--- src/hw/eeprom_host_pkg.sv ---
// Package of constants and carrier types for the parallel memory page-write host.
// Overview of operation
// [RULE1] Memory holds 256 pages of 32 bytes.
// [RULE2] Address bits 12..5 select the page.
// [RULE3] Address bits 4..0 select the byte.
// [RULE4] Device drives data only when selected and enabled.
// [RULE5] Ready/busy floats during reads.
// [RULE6] Internal write finishes alone within 10 ms.
// [RULE7] Byte load: strobe low, select low, enable high.
// [RULE8] Up to 32 loads within 300 us.
// [RULE9] Page bits latched at first strobe fall.
// [RULE10] Byte addresses in any order, same page.
// [RULE11] Host ends loading holding strobe high.
// [RULE12] Ready/busy low while internal write runs.
// [RULE13] Polling read returns inverted top data bit.
// [RULE14] Select high means standby, no writes.
// [RULE15] No write with enable low or strobe high.
// [RULE16] Strobe pulses under 20 ns ignored.
// [RULE17] Host keeps strobe high around power changes.
// [RULE18] After load window device writes regardless.
// [RULE19] Host waits for ready before next write.
package eeprom_host_pkg;
  localparam int unsigned PAGE_COUNT      = 256;
  localparam int unsigned PAGE_BYTES      = 32;
  localparam int unsigned ADDR_W          = 13;
  localparam int unsigned BYTE_SEL_W      = 5;
  localparam int unsigned PAGE_SEL_W      = 8;
  localparam int unsigned DATA_W          = 8;
  localparam int unsigned TOP_BIT         = 7;
  localparam int unsigned CLK_PERIOD_NS   = 100;
  // Strobe pulse low and high times, least values in ns.
  localparam int unsigned STROBE_LOW_NS   = 200;
  localparam int unsigned STROBE_HIGH_NS  = 200;
  localparam int unsigned STROBE_LOW_CYC  = (STROBE_LOW_NS + CLK_PERIOD_NS - 1) / CLK_PERIOD_NS;
  localparam int unsigned STROBE_HIGH_CYC = (STROBE_HIGH_NS + CLK_PERIOD_NS - 1) / CLK_PERIOD_NS;
  // Output enable access time and settle for reads, in ns (longest, so wait rounds up).
  localparam int unsigned READ_ACCESS_NS  = 350;
  localparam int unsigned READ_CYC        = (READ_ACCESS_NS + CLK_PERIOD_NS - 1) / CLK_PERIOD_NS;
  // Page load window and write cycle time.
  localparam int unsigned LOAD_WINDOW_US  = 300;
  localparam int unsigned LOAD_WINDOW_CYC = LOAD_WINDOW_US * 1000 / CLK_PERIOD_NS;
  localparam int unsigned LOAD_MAX_US     = 1000;
  localparam int unsigned LOAD_MAX_CYC    = LOAD_MAX_US * 1000 / CLK_PERIOD_NS;
  localparam int unsigned WRITE_MS        = 10;
  localparam int unsigned WRITE_CYC       = WRITE_MS * 1000000 / CLK_PERIOD_NS;
  localparam int unsigned TIMER_W         = 20;

  // Pins toward the memory chip.
  typedef struct packed {
    logic              chip_sel_n;
    logic              out_en_n;
    logic              write_n;
    logic [ADDR_W-1:0] addr;
    logic [DATA_W-1:0] data_out;
    logic              data_oe;
  } mem_pins_t;

  // User command.
  typedef struct packed {
    logic              is_write;
    logic              last;
    logic [ADDR_W-1:0] addr;
    logic [DATA_W-1:0] data;
  } host_cmd_t;
endpackage : eeprom_host_pkg

--- src/hw/eeprom_host.sv ---
// Host controller that issues reads, byte loads and page writes to the parallel memory.
`timescale 1ns/100ps
module eeprom_host
  import eeprom_host_pkg::*;
#(
  parameter int unsigned WRITE_TIMEOUT = WRITE_CYC,     // Busy wait limit in cycles.
  parameter int unsigned LOAD_WINDOW   = LOAD_WINDOW_CYC // Page load window in cycles.
)
(
  input  wire logic              i_clk_sys,    // System clock, 10 MHz.
  input  wire logic              i_rst_b,      // Synchronous reset, active low.
  input  wire logic              i_ce,         // Clock enable, freezes state when low.
  input  wire host_cmd_t         i_cmd,        // Command word.
  input  wire logic              i_cmd_valid,  // Command offered.
  output logic                   o_cmd_ready,  // Pulses the cycle after a valid command was taken.
  output logic [DATA_W-1:0]      o_rd_data,    // Read data.
  output logic                   o_rd_valid,   // Read data pulse.
  output logic                   o_wr_done,    // Write cycle finished pulse.
  output logic                   o_wr_timeout, // Busy never released pulse.
  output logic                   o_busy,       // Device busy level.
  output mem_pins_t              o_pins,       // Memory control, address and data drive.
  input  wire logic [DATA_W-1:0] i_data_in,    // Memory data pins as read.
  input  wire logic              i_ready_n_in  // Ready/busy pin, low while busy.
);

  typedef enum logic [2:0] {
    ST_IDLE, ST_RD, ST_WLOW, ST_WHIGH, ST_BUSY
  } state_t;

  state_t                state_reg;
  logic [TIMER_W-1:0]    tmr_reg;
  logic [TIMER_W-1:0]    win_reg;
  logic [PAGE_SEL_W-1:0] page_reg;
  logic                  in_page_reg;
  logic                  last_reg;
  logic [DATA_W-1:0]     sync1_reg;
  logic [DATA_W-1:0]     sync2_reg;
  logic [1:0]            rdy_sync_reg;

  // Page part of an address.
  function automatic logic [PAGE_SEL_W-1:0] page_of(input logic [ADDR_W-1:0] a);
    page_of = a[ADDR_W-1:BYTE_SEL_W]; // [RULE2]
  endfunction : page_of

  // Two-flop synchronisers for pin inputs; only the second stage is read.
  always_ff @(posedge i_clk_sys)
  begin
    if (!i_rst_b)
    begin
      sync1_reg    <= '0;
      sync2_reg    <= '0;
      rdy_sync_reg <= 2'h3;
    end
    else if (i_ce)
    begin
      sync1_reg    <= i_data_in;
      sync2_reg    <= sync1_reg;
      rdy_sync_reg <= {rdy_sync_reg[0], i_ready_n_in};
    end
  end

  wire logic dev_ready = rdy_sync_reg[1];
  // A page load may continue only to the same page and inside the window.
  wire logic same_page = in_page_reg && (page_of(i_cmd.addr) == page_reg)
                         && (win_reg < TIMER_W'(LOAD_WINDOW)); // [RULE10] [RULE8]

  // Main sequencer; pins change only from registers so glitches cannot reach the strobe.
  always_ff @(posedge i_clk_sys)
  begin
    if (!i_rst_b)
    begin
      state_reg    <= ST_IDLE;
      tmr_reg      <= '0;
      o_cmd_ready  <= 1'b0;
      o_rd_valid   <= 1'b0;
      o_rd_data    <= '0;
      o_wr_done    <= 1'b0;
      o_wr_timeout <= 1'b0;
      last_reg     <= 1'b0;
      // Strobe and select idle high from reset onward. [RULE17]
      o_pins       <= '{chip_sel_n: 1'b1, out_en_n: 1'b1, write_n: 1'b1,
                        addr: '0, data_out: '0, data_oe: 1'b0};
    end
    else if (i_ce)
    begin
      o_cmd_ready  <= 1'b0;
      o_rd_valid   <= 1'b0;
      o_wr_done    <= 1'b0;
      o_wr_timeout <= 1'b0;
      tmr_reg      <= tmr_reg + 1'b1;
      case (state_reg)
        ST_IDLE:
        begin
          // Reads and new pages wait for ready; loads in an open page do not. [RULE19]
          if (i_cmd_valid && !o_cmd_ready && (dev_ready || (i_cmd.is_write && same_page)))
          begin
            o_cmd_ready       <= 1'b1;
            o_pins.addr       <= i_cmd.addr;
            o_pins.chip_sel_n <= 1'b0;
            tmr_reg           <= '0;
            if (i_cmd.is_write)
            begin
              // Enable high and data driven from the same edge at which the strobe falls. [RULE7] [RULE15]
              o_pins.out_en_n <= 1'b1;
              o_pins.write_n  <= 1'b0;
              o_pins.data_out <= i_cmd.data;
              o_pins.data_oe  <= 1'b1;
              last_reg        <= i_cmd.last;
              state_reg       <= ST_WLOW;
            end
            else
            begin
              o_pins.out_en_n <= 1'b0; // [RULE4]
              o_pins.data_oe  <= 1'b0;
              state_reg       <= ST_RD;
            end
          end
        end
        ST_RD:
        begin
          // Allow access time plus two synchroniser stages before sampling.
          if (tmr_reg >= TIMER_W'(READ_CYC + 2))
          begin
            o_rd_data         <= sync2_reg;
            o_rd_valid        <= 1'b1;
            o_pins.out_en_n   <= 1'b1;
            o_pins.chip_sel_n <= 1'b1;
            state_reg         <= ST_IDLE;
          end
        end
        ST_WLOW:
        begin
          // Strobe held well above the 20 ns noise filter. [RULE16]
          if (tmr_reg >= TIMER_W'(STROBE_LOW_CYC - 1))
          begin
            o_pins.write_n <= 1'b1;
            tmr_reg        <= '0;
            state_reg      <= ST_WHIGH;
          end
        end
        ST_WHIGH:
        begin
          if (tmr_reg >= TIMER_W'(STROBE_HIGH_CYC - 1))
          begin
            o_pins.data_oe    <= 1'b0;
            o_pins.chip_sel_n <= 1'b1;
            tmr_reg           <= '0;
            // Ending with select and strobe high closes the load phase. [RULE11]
            state_reg         <= last_reg ? ST_BUSY : ST_IDLE;
          end
        end
        ST_BUSY:
        begin
          // Wait for ready after the load window plus the write time. [RULE6] [RULE12]
          if (tmr_reg > TIMER_W'(8) && dev_ready)
          begin
            o_wr_done <= 1'b1;
            state_reg <= ST_IDLE;
          end
          else if (tmr_reg >= TIMER_W'(WRITE_TIMEOUT))
          begin
            o_wr_timeout <= 1'b1;
            state_reg    <= ST_IDLE;
          end
        end
        default:
        begin
          state_reg <= ST_IDLE;
        end
      endcase
    end
  end

  // Page latch and load window timer, opened by the first load of a page. [RULE9]
  always_ff @(posedge i_clk_sys)
  begin
    if (!i_rst_b)
    begin
      page_reg    <= '0;
      in_page_reg <= 1'b0;
      win_reg     <= '0;
    end
    else if (i_ce)
    begin
      if (state_reg == ST_IDLE && i_cmd_valid && !o_cmd_ready && i_cmd.is_write
          && dev_ready && !same_page)
      begin
        page_reg    <= page_of(i_cmd.addr);
        in_page_reg <= !i_cmd.last;
        win_reg     <= '0;
      end
      else if (state_reg == ST_BUSY || win_reg >= TIMER_W'(LOAD_WINDOW))
      begin
        in_page_reg <= 1'b0;
      end
      else if (in_page_reg)
      begin
        win_reg <= win_reg + 1'b1;
      end
    end
  end

  // Busy indication for the user.
  always_ff @(posedge i_clk_sys)
  begin
    if (!i_rst_b)
      o_busy <= 1'b0;
    else if (i_ce)
      o_busy <= (state_reg == ST_BUSY) || !dev_ready;
  end

  // Strobe is never low while output enable is low. [RULE15]
  strobe_safe_a: assert property (@(posedge i_clk_sys) disable iff (!i_rst_b) // [RULE7]
    !o_pins.write_n |-> o_pins.out_en_n && !o_pins.chip_sel_n)
    else $error("Strobe low with enable low or select high.");
  // Strobe low lasts at least two cycles. [RULE16]
  strobe_width_a: assert property (@(posedge i_clk_sys) disable iff (!i_rst_b) // [RULE16]
    $fell(o_pins.write_n) && i_ce |=> !o_pins.write_n)
    else $error("Strobe pulse too short.");
  // Data is driven throughout the strobe.
  data_drive_a: assert property (@(posedge i_clk_sys) disable iff (!i_rst_b) // [RULE7]
    !o_pins.write_n |-> o_pins.data_oe)
    else $error("Strobe low without data driven.");
  // Host never drives data during a read.
  read_clash_a: assert property (@(posedge i_clk_sys) disable iff (!i_rst_b) // [RULE4]
    !o_pins.out_en_n |-> !o_pins.data_oe)
    else $error("Bus contention during read.");
  // Select and strobe stay high while the device writes on its own, so no load can slip in.
  busy_quiet_a: assert property (@(posedge i_clk_sys) disable iff (!i_rst_b) // [RULE19]
    state_reg == ST_BUSY |-> o_pins.chip_sel_n && o_pins.write_n)
    else $error("Select or strobe active during busy wait.");
  // Output enable is only pulled low inside a selected read with the strobe high.
  enable_select_a: assert property (@(posedge i_clk_sys) disable iff (!i_rst_b) // [RULE4]
    !o_pins.out_en_n |-> !o_pins.chip_sel_n && o_pins.write_n)
    else $error("Output enable low outside a selected read.");
endmodule : eeprom_host

--- config.mk ---
export PLATFORM = sky130hd
export DESIGN_NAME = eeprom_host
export DESIGN_NICKNAME = d
export VERILOG_FILES = /design/src/hw/eeprom_host_pkg.sv /design/src/hw/eeprom_host.sv
export SDC_FILE = /design/constraint.sdc
export NUM_CORES = 1
export LEC_CHECK = 0
export BUFFER_PORTS_ARGS = -buffer_cell sky130_fd_sc_hd__buf_2
export CAP_MARGIN = 20
export CORE_UTILIZATION = 51
export DETAILED_ROUTE_END_ITERATION = 16
export GPL_ROUTABILITY_DRIVEN = 0
export PLACE_DENSITY = 0.76
export SYNTH_ARGS = -nofsm -noshare
export SYNTH_HDL_FRONTEND = slang
export SYNTH_SLANG_ARGS = --single-unit
--- constraint.sdc ---
create_clock -name i_clk_sys -period 2.4 [get_ports i_clk_sys]
set_clock_uncertainty 0.15 [all_clocks]
set_input_delay 0.24 -clock i_clk_sys [delete_from_list [all_inputs] [get_ports i_clk_sys]]
set_output_delay 0.24 -clock i_clk_sys [all_outputs]
set_load 0.005 [all_outputs]
==> results of run 1 <==
worst max-delay path, stage by stage, from the launching register on:
cell     delay (ps)
dfxtp_2         340
or4_4           550
or3_4           360
or3_4           410
o21ai_4         170
o31ai_4          90
buf_12          180
nor2_1          100
metrics by stage:
stage	worst slack [ps]	total power, uW	hold WS [ps]	instance area, um2
floorplan	1.30	2170	218	4800
global placement	34.3	2300	302	5490
detailed placement	-123	2310	303	5490
CTS	5.79	3470	43.2	6030
global route	-70.7	3600	82.3	6160
finish	-7.90	3470	84.3	6160
metal layers:
layer / global-route usage, % / up-vias
met1: 28.1 / 2000
met5: 0 / -
met4: 7.81 / 0
met2: 42.4 / 115
li1: - / 2076
met3: 6.74 / 14
cells in the mapped netlist, drive strengths merged (2+ instances only):
library cell  count  area [um2]
dfxtp           109        2180
nor2            102         385
mux2i            57         571
nand2            25        93.8
nand3            24         120
xnor2            19         166
inv              16        60.1
xor2             15         131
clkbuf           14        52.6
o21ai            14        85.1
and3             12        75.1
nand4            11        68.8
a21oi             9        45.0
nor4              9        56.3
buf               8        53.8
nor3              8        40.0
a31oi             7        43.8
ha                6        75.1
or3               6        47.5
and4              4        35.0
and2              3        18.8
nand3b            3        22.5
nand4b            3        26.3
nor4b             3        26.3
o31ai             3        36.3
o41ai             3        26.3
a21o              2        15.0
nor2b             2        12.5
nor3b             2        15.0
o22ai             2        26.3
o31a              2        17.5
o32ai             2        17.5
or2               2        12.5
or4               2        18.8
cell usage in the layout (no fill, tap or decap), types with 3 or more instances in the layout:
cell type and instances:
buf_12 3, xnor2_1 13, dfxtp_1 108, nor3_1 7, and4_1 4, nand4_1 11, buf_4 34, mux2i_1 56
a31oi_1 7, xnor2_2 6, inv_1 15, nor4_1 6, clkbuf_8 9, a21oi_1 8, clkinv_8 3, nand3_1 24
nand3b_1 3, o21ai_0 12, or3_1 4, nor2_1 100, nand2_1 25, dlymetal6s4s_1 3, ha_1 6, and3_1 12
and2_1 3, buf_2 70, xor2_1 15, nor4_2 3, nand4b_1 3, dlygate4sd3_1 28
logic make-up after synthesis:
kind of cell / after synthesis
AO/OA/AOI/OAI: 54
XOR/XNOR: 34
adder cells (fa/ha/maj): 6
buffers and inverters: 38
flip-flops: 109
multiplexers: 57
AND/OR/NAND/NOR: 224
area by class of cell:
cell class	instances	area (um2)
well taps	111	139
clock inverters	7	80.1
repair buffers	139	1010
clock buffers	9	124
flip-flops and latches	109	2180
inverters	16	60.1
fillers	714	3040
multi-input cells	375	2570
power groups by stage:
stage               Combinational (uW)  Sequential, uW  Clock [uW]
detailed placement                 383            1930           0
CTS                                432            1890        1140
finish                             459            1890        1120
global route                       498            1900        1210
global placement                   373            1930           0
floorplan                          238            1930           0
what timing repair did:
| item | CTS | global route |
|---|---|---|
| cloned | 0 | 1 |
| setup endpoints to repair | 18 | 56 |
| setup buffers | 1 | 1 |
| pin swaps | 1 | 7 |
| hold endpoints to repair | 37 | 0 |
| hold buffers | 31 | 0 |
| resized for setup | 2 | 20 |
final timing paths:
path,from,endpoint,cells after the start
max reg2reg,tmr_reg[4],tmr_reg[2],7
max,tmr_reg[4],tmr_reg[2],7
min,i_cmd[22],state_reg[0],4
min reg2reg,o_wr_timeout,o_wr_timeout,2
==> impl_results.rst, run 1 <==
.. list-table::
   :header-rows: 1

   * - Metric
     - Value
   * - Worst IR Drop VDD
     - 0.000414 V
   * - Leakage power figure
     - 0.00261 uW
   * - RSZ-0062 raised after global routing
     - yes
   * - Net switching fraction of the power
     - 27.9%
   * - Number of max-capacitance violations reported
     - 0
   * - Routed vias/inst
     - 5.49
   * - Total global-route track usage
     - 24.1%
   * - Combinational family with the most area after synthesis
     - simple AND/OR/NAND/NOR gates
   * - Number of hold violations in the final report
     - 0
   * - Part of the total power dissipated in combinational logic
     - 13.2%
   * - Max transition margin
     - 56.3%
   * - IO buf count
     - 73
   * - XOR/XNOR Fraction of Synth Area
     - 6.21%
   * - Switching power
     - 969 uW
   * - Share of synthesized cell area in and, or, nand and nor gates
     - 23.0%
   * - TritonCTS clock tree
     - yes
   * - Die Y
     - 99.0 um
   * - Critical Path RT
     - 2580 ps
   * - Worst-skew pair later-pin latency
     - 380 ps
   * - Detailed route wirelength on metal3
     - 707 um
   * - Power density relative to cell area
     - 563 nW/um2
   * - Number of enable-type register cells in the synthesized netlist
     - 0
   * - Worst Path Arrival
     - 2580 ps
   * - Synthesis Warnings
     - 0
   * - Routed wire length
     - 11600 um
   * - Mapped Avg Cell Area
     - 9.19 um2
   * - Number of flip-flops in the largest register
     - 25
   * - Clk pwr share
     - 32.2%
   * - Post-layout util
     - 67.0%
   * - Final Slew Violations
     - 0
   * - Result of the run
     - complete, but fails checks
   * - Number of inserted diodes
     - 0
   * - Fraction of final layout cells sized beyond drive strength 1
     - 24.0%
   * - Clock-pin slew of the registers on the worst-case setup and hold paths
     - 120 ps
   * - Top layer used by detailed routing
     - met4
   * - Share of power burned in registers
     - 54.5%
   * - Final critical-path share of the clock period
     - 100%
   * - Detailed-routing iteration count for the pre-antenna-repair pass
     - 4
   * - Die outline area
     - 9800 um2
   * - Synthesized cell area
     - 4800 um2
   * - Floorplan core area
     - 9200 um2
   * - TritonCTS Sinks
     - 109
   * - Detailed Place HPWL
     - 7730 um
   * - Die width
     - 99.0 um
   * - Path type of the worst min-delay path
     - primary input to flop
   * - Maximum fanout along the worst path
     - 18
   * - Setup crit start kind
     - flop
   * - Crit Path Category
     - flop to flop
   * - Initial antenna violation count
     - 0
   * - Least-Margin Pin Slew
     - 654 ps
   * - Total Neg Setup Slack
     - -20.5 ps
   * - Initial DRC Count
     - 214
   * - Final setup slack of the worst path
     - -7.90 ps
   * - Total nets after synthesis
     - 564
   * - CTS root buf
     - clkbuf_8
   * - Compound-gate portion of the synthesized area
     - 8.40%
   * - Violated checks
     - setup timing
   * - Mux share of post-synthesis cell area
     - 11.9%
   * - GRT overflow
     - 0
   * - Net count reported at finish
     - 692
   * - First-pass GRT wire length
     - 19000 um
   * - Number of buffers on the longest clock path
     - 2
   * - Area growth from synthesis to final layout
     - 28.4%
   * - Number of synthesized register bits
     - 109
   * - Vias
     - 4205
   * - Async set or reset register ratio after synthesis
     - 0%
   * - Share of synthesized area occupied by flip-flops and latches
     - 45.5%
   * - Adder-cell share of the synthesized area
     - 1.56%
   * - Number of nets with antenna violations after detailed routing
     - 0
   * - Placed cell count
     - 719
   * - Synthesized instance count
     - 522
   * - Number of standard cells in the layout, taps in and fillers out
     - 766
   * - Met2 Wirelength
     - 5780 um
   * - Endpoints failing setup
     - 3
   * - Final critical-path required period
     - 2410 ps
   * - M1 WL
     - 4920 um
   * - Design internal power
     - 2500 uW
   * - I/O pin cnt
     - 74
   * - Total clock buffers created by CTS
     - 9
   * - Wirelength per Cell
     - 15.1 um
   * - Std cell rows
     - 35
   * - Type of element capturing the critical path
     - flop
   * - Primary flip-flop cell chosen by synthesis mapping
     - dfxtp_1
   * - Highest attainable clock frequency
     - 415 MHz
   * - Library cells used by synthesis
     - 58
   * - Via count of the first global-routing pass
     - 4197
   * - Total number of H-tree levels
     - 3
   * - DRC
     - 0
   * - Maximum number of pins on one net before global-route repair
     - 41
   * - Starting density of the core
     - 52.2%
   * - Register-to-register path setup slack
     - -8 ps
(Power assumes the default switching activity.)
==> inputs of run 2 (changes only) <==
==> config.mk (replaced) <==
export PLATFORM = sky130hd
export DESIGN_NAME = eeprom_host
export DESIGN_NICKNAME = d
export VERILOG_FILES = /design/src/hw/eeprom_host_pkg.sv /design/src/hw/eeprom_host.sv
export SDC_FILE = /design/constraint.sdc
export NUM_CORES = 1
export LEC_CHECK = 0
export CAP_MARGIN = 20
export CORE_UTILIZATION = 55
export DETAILED_ROUTE_END_ITERATION = 16
export DONT_BUFFER_PORTS = 1
export GPL_ROUTABILITY_DRIVEN = 0
export PLACE_DENSITY = 0.73
export SYNTH_ARGS = -nofsm -noshare
export SYNTH_HDL_FRONTEND = slang
export SYNTH_SLANG_ARGS = --single-unit
==> run 2 against run 1 <==
Effect of this change: the run ends with hold timing, setup timing left; first-iteration DRC count up 17%; utilization up 3.4 points; non-clock buffer count down 67; via count down 4.4%; die area down 7.1%; critical path depth unchanged; cell count down 9.3%; worst setup slack better by 3.2 ps; power down 2.0%; largest cell class unchanged.
==> impl_results.rst, run 2 (synthesis results as in run 1) <==
.. list-table::
   :header-rows: 1

   * - Metric
     - Value
   * - Result of the run
     - complete, but fails checks
   * - Violated checks
     - hold timing, setup timing
   * - Starting density of the core
     - 57.5% (+5.4 points)
   * - Total number of H-tree levels
     - 3 (unchanged)
   * - Part of the total power dissipated in combinational logic
     - 12.2% (-1.0 points)
   * - Detailed-routing iteration count for the pre-antenna-repair pass
     - 5 (+1)
   * - Std cell rows
     - 33 (-5.7%)
   * - Die Y
     - 95.4 um (-3.6%)
   * - TritonCTS clock tree
     - yes
   * - Floorplan core area
     - 8340 um2 (-9.3%)
   * - Via count of the first global-routing pass
     - 3920 (-6.6%)
   * - TritonCTS Sinks
     - 109 (unchanged)
   * - Worst-skew pair later-pin latency
     - 370 ps (about the same)
   * - CTS root buf
     - clkbuf_8
   * - Design internal power
     - 2470 uW (-1.1%)
   * - Hold wc startpoint
     - i_rst_b
   * - Total clock buffers created by CTS
     - 9 (unchanged)
   * - Type of element capturing the critical path
     - flop
   * - Maximum number of pins on one net before global-route repair
     - 35 (-15%)
   * - Path type of the worst min-delay path
     - primary input to flop
   * - Reg-to-Reg End
     - tmr_reg[7]
   * - Placement Setup Slack
     - -66.7 ps (+56.7 ps)
   * - Area of the multi-input gates
     - 2600 um2 (+1.4%)
   * - Routed vias/inst
     - 5.78 (+5.3%)
   * - Net count reported at finish
     - 627 (-9.4%)
   * - Final Slew Violations
     - 0 (unchanged)
   * - Least-Margin Pin Slew
     - 686 ps (+31.6 ps)
   * - Fraction of final layout cells sized beyond drive strength 1
     - 14.1% (-9.9 points)
   * - Die outline area
     - 9100 um2 (-7.1%)
   * - Leakage power figure
     - 0.00225 uW (-14%)
   * - Fill cell count
     - 627 (-12%)
   * - Crit Path Category
     - flop to flop
   * - Post-layout util
     - 70.4% (+3.4 points)
   * - Reg-to-Reg Start
     - tmr_reg[4]
   * - Critical Path RT
     - 2550 ps (-30 ps)
   * - Initial DRC Count
     - 251 (+17%)
   * - IO buf count
     - 0 (-100%)
   * - Routed wire length
     - 11300 um (-2.2%)
   * - Maximum fanout along the worst path
     - 5 (-13)
   * - Setup crit start kind
     - flop
   * - DRC
     - 0 (unchanged)
   * - Final setup slack of the worst path
     - -4.67 ps (+3.23 ps)
   * - Register-to-register path setup slack
     - -5 ps (about the same)
   * - Switching power
     - 926 uW (-4.5%)
   * - Endpoints failing setup
     - 2 (-1)
   * - Clk pwr share
     - 32.0% (-0.2 points)
   * - Share of power burned in registers
     - 55.9% (+1.4 points)
   * - Net switching fraction of the power
     - 27.2% (-0.70 points)
   * - RSZ-0062 raised after global routing
     - yes
   * - Seq. cell area
     - 2190 um2 (+0.11%)
   * - Number of inserted diodes
     - 0 (unchanged)
   * - Launching element of the worst setup path
     - tmr_reg[4]
   * - Total global-route track usage
     - 25.7% (+1.6 points)
   * - Number of buffers on the longest clock path
     - 2 (unchanged)
   * - Worst IR Drop VDD
     - 0.000633 V (+53%)
   * - Highest attainable clock frequency
     - 416 MHz (+0.13%)
   * - Detailed Place HPWL
     - 7130 um (-7.7%)
   * - Area growth from synthesis to final layout
     - 22.4%
   * - Max transition margin
     - 54.1% (-2.1 points)
   * - Number of max-capacitance violations reported
     - 0 (unchanged)
   * - Die width
     - 95.4 um (-3.6%)
   * - Hold Path Cell Cnt
     - 1 (-3)
   * - Initial antenna violation count
     - 0 (unchanged)
   * - Final critical-path required period
     - 2400 ps (-3.23 ps)
   * - First-pass GRT wire length
     - 18300 um (-3.5%)
   * - Worst slack on hold paths
     - -160 ps (-244 ps)
   * - Number of flip-flops in the largest register
     - 25 (unchanged)
   * - Clock-pin slew of the registers on the worst-case setup and hold paths
     - 110 ps (about the same)
   * - Final critical-path share of the clock period
     - 100% (-0.13 points)
   * - Number of nets with antenna violations after detailed routing
     - 0 (unchanged)
   * - Most frequent cells in the layout
     - 106 x dfxtp_1, 101 x nor2_1, 57 x mux2i_1
   * - Leading cell type in the layout, fill and taps excluded
     - dfxtp_1
   * - I/O pin cnt
     - 74 (unchanged)
   * - GRT overflow
     - 0 (unchanged)
   * - Vias
     - 4019 (-4.4%)
   * - Number of buffers inserted by hold repair at cts
     - 38 (+23%)
   * - Hold Crit Endpoint
     - in_page_reg
   * - Worst Path Arrival
     - 2560 ps (-20 ps)
   * - Power density relative to cell area
     - 579 nW/um2 (+2.8%)
   * - Number of hold violations in the final report
     - 29 (+29)
   * - Length in cells of the worst reg-to-reg path
     - 7 (unchanged)
   * - Wirelength per Cell
     - 16.3 um (+7.8%)
## run 2: critical path, stage by stage (launching register included)
cell and delay [ps]:
dfxtp_2 340, or4_4 540, or3_4 360, or3_4 430
o21ai_4 150, buf_12 140, o31ai_4 100, nor2_1 120
## run 2: per-layer routing
layer	vias to the layer above	wire length [um]	track usage, %	share of wire [%]
met5	-	0	0	0
met4	0	163	7.09	1.4
met3	22	713	6.94	6.3
met2	140	5500	43.2	49
met1	1899	4940	32.4	44
li1	1958	-	-	-
## run 2: how the worst max path moves through the flow
stage,to,slack (ps),depth (start not counted)
6_report,tmr_reg[7],-5,7
5_1_grt,tmr_reg[18],-50,7
4_1_cts,tmr_reg[8],0.2,7
3_5_place_dp,tmr_reg[5],-70,6
3_3_place_gp,tmr_reg[14],-10,6
2_1_floorplan,o_pins[13],1,7
## run 2: area by class of cell
cell class / count / area share, %
inverter: 16 / 1.02
multi-input combinational: 377 / 44.3
clock inverter: 6 / 1.11
clock buffer: 10 / 2.17
timing repair buffer: 72 / 11.9
sequential: 109 / 37.2
tap: 105 / 2.24
## run 2: repair_timing
action	CTS	global route
gates cloned	2	1
buffers inserted	1	3
pin swaps	6	16
hold endpoints to repair	83	28
gates resized for setup	5	19
endpoints found under the setup margin	17	50
## run 2: through the flow
step | TNS (ps) | std cells | hold WS, ps | total power [uW] | cell area (um2)
2_1_floorplan | 0 | 522 | 218 | 2170 | 4800
3_3_place_gp | -164 | 634 | 154 | 2220 | 5070
3_5_place_dp | -841 | 634 | 165 | 2230 | 5070
4_1_cts | 0 | 691 | -178 | 3400 | 5720
5_1_grt | -580 | 695 | -181 | 3540 | 5870
6_report | -5.15 | 695 | -160 | 3400 | 5870
## run 2: power by group through the flow
stage | registers, uW | clock network (uW) | logic [uW]
6_report | 1900 | 1090 | 414
5_1_grt | 1910 | 1190 | 445
4_1_cts | 1900 | 1110 | 388
3_5_place_dp | 1940 | 0 | 293
3_3_place_gp | 1940 | 0 | 287
2_1_floorplan | 1930 | 0 | 238
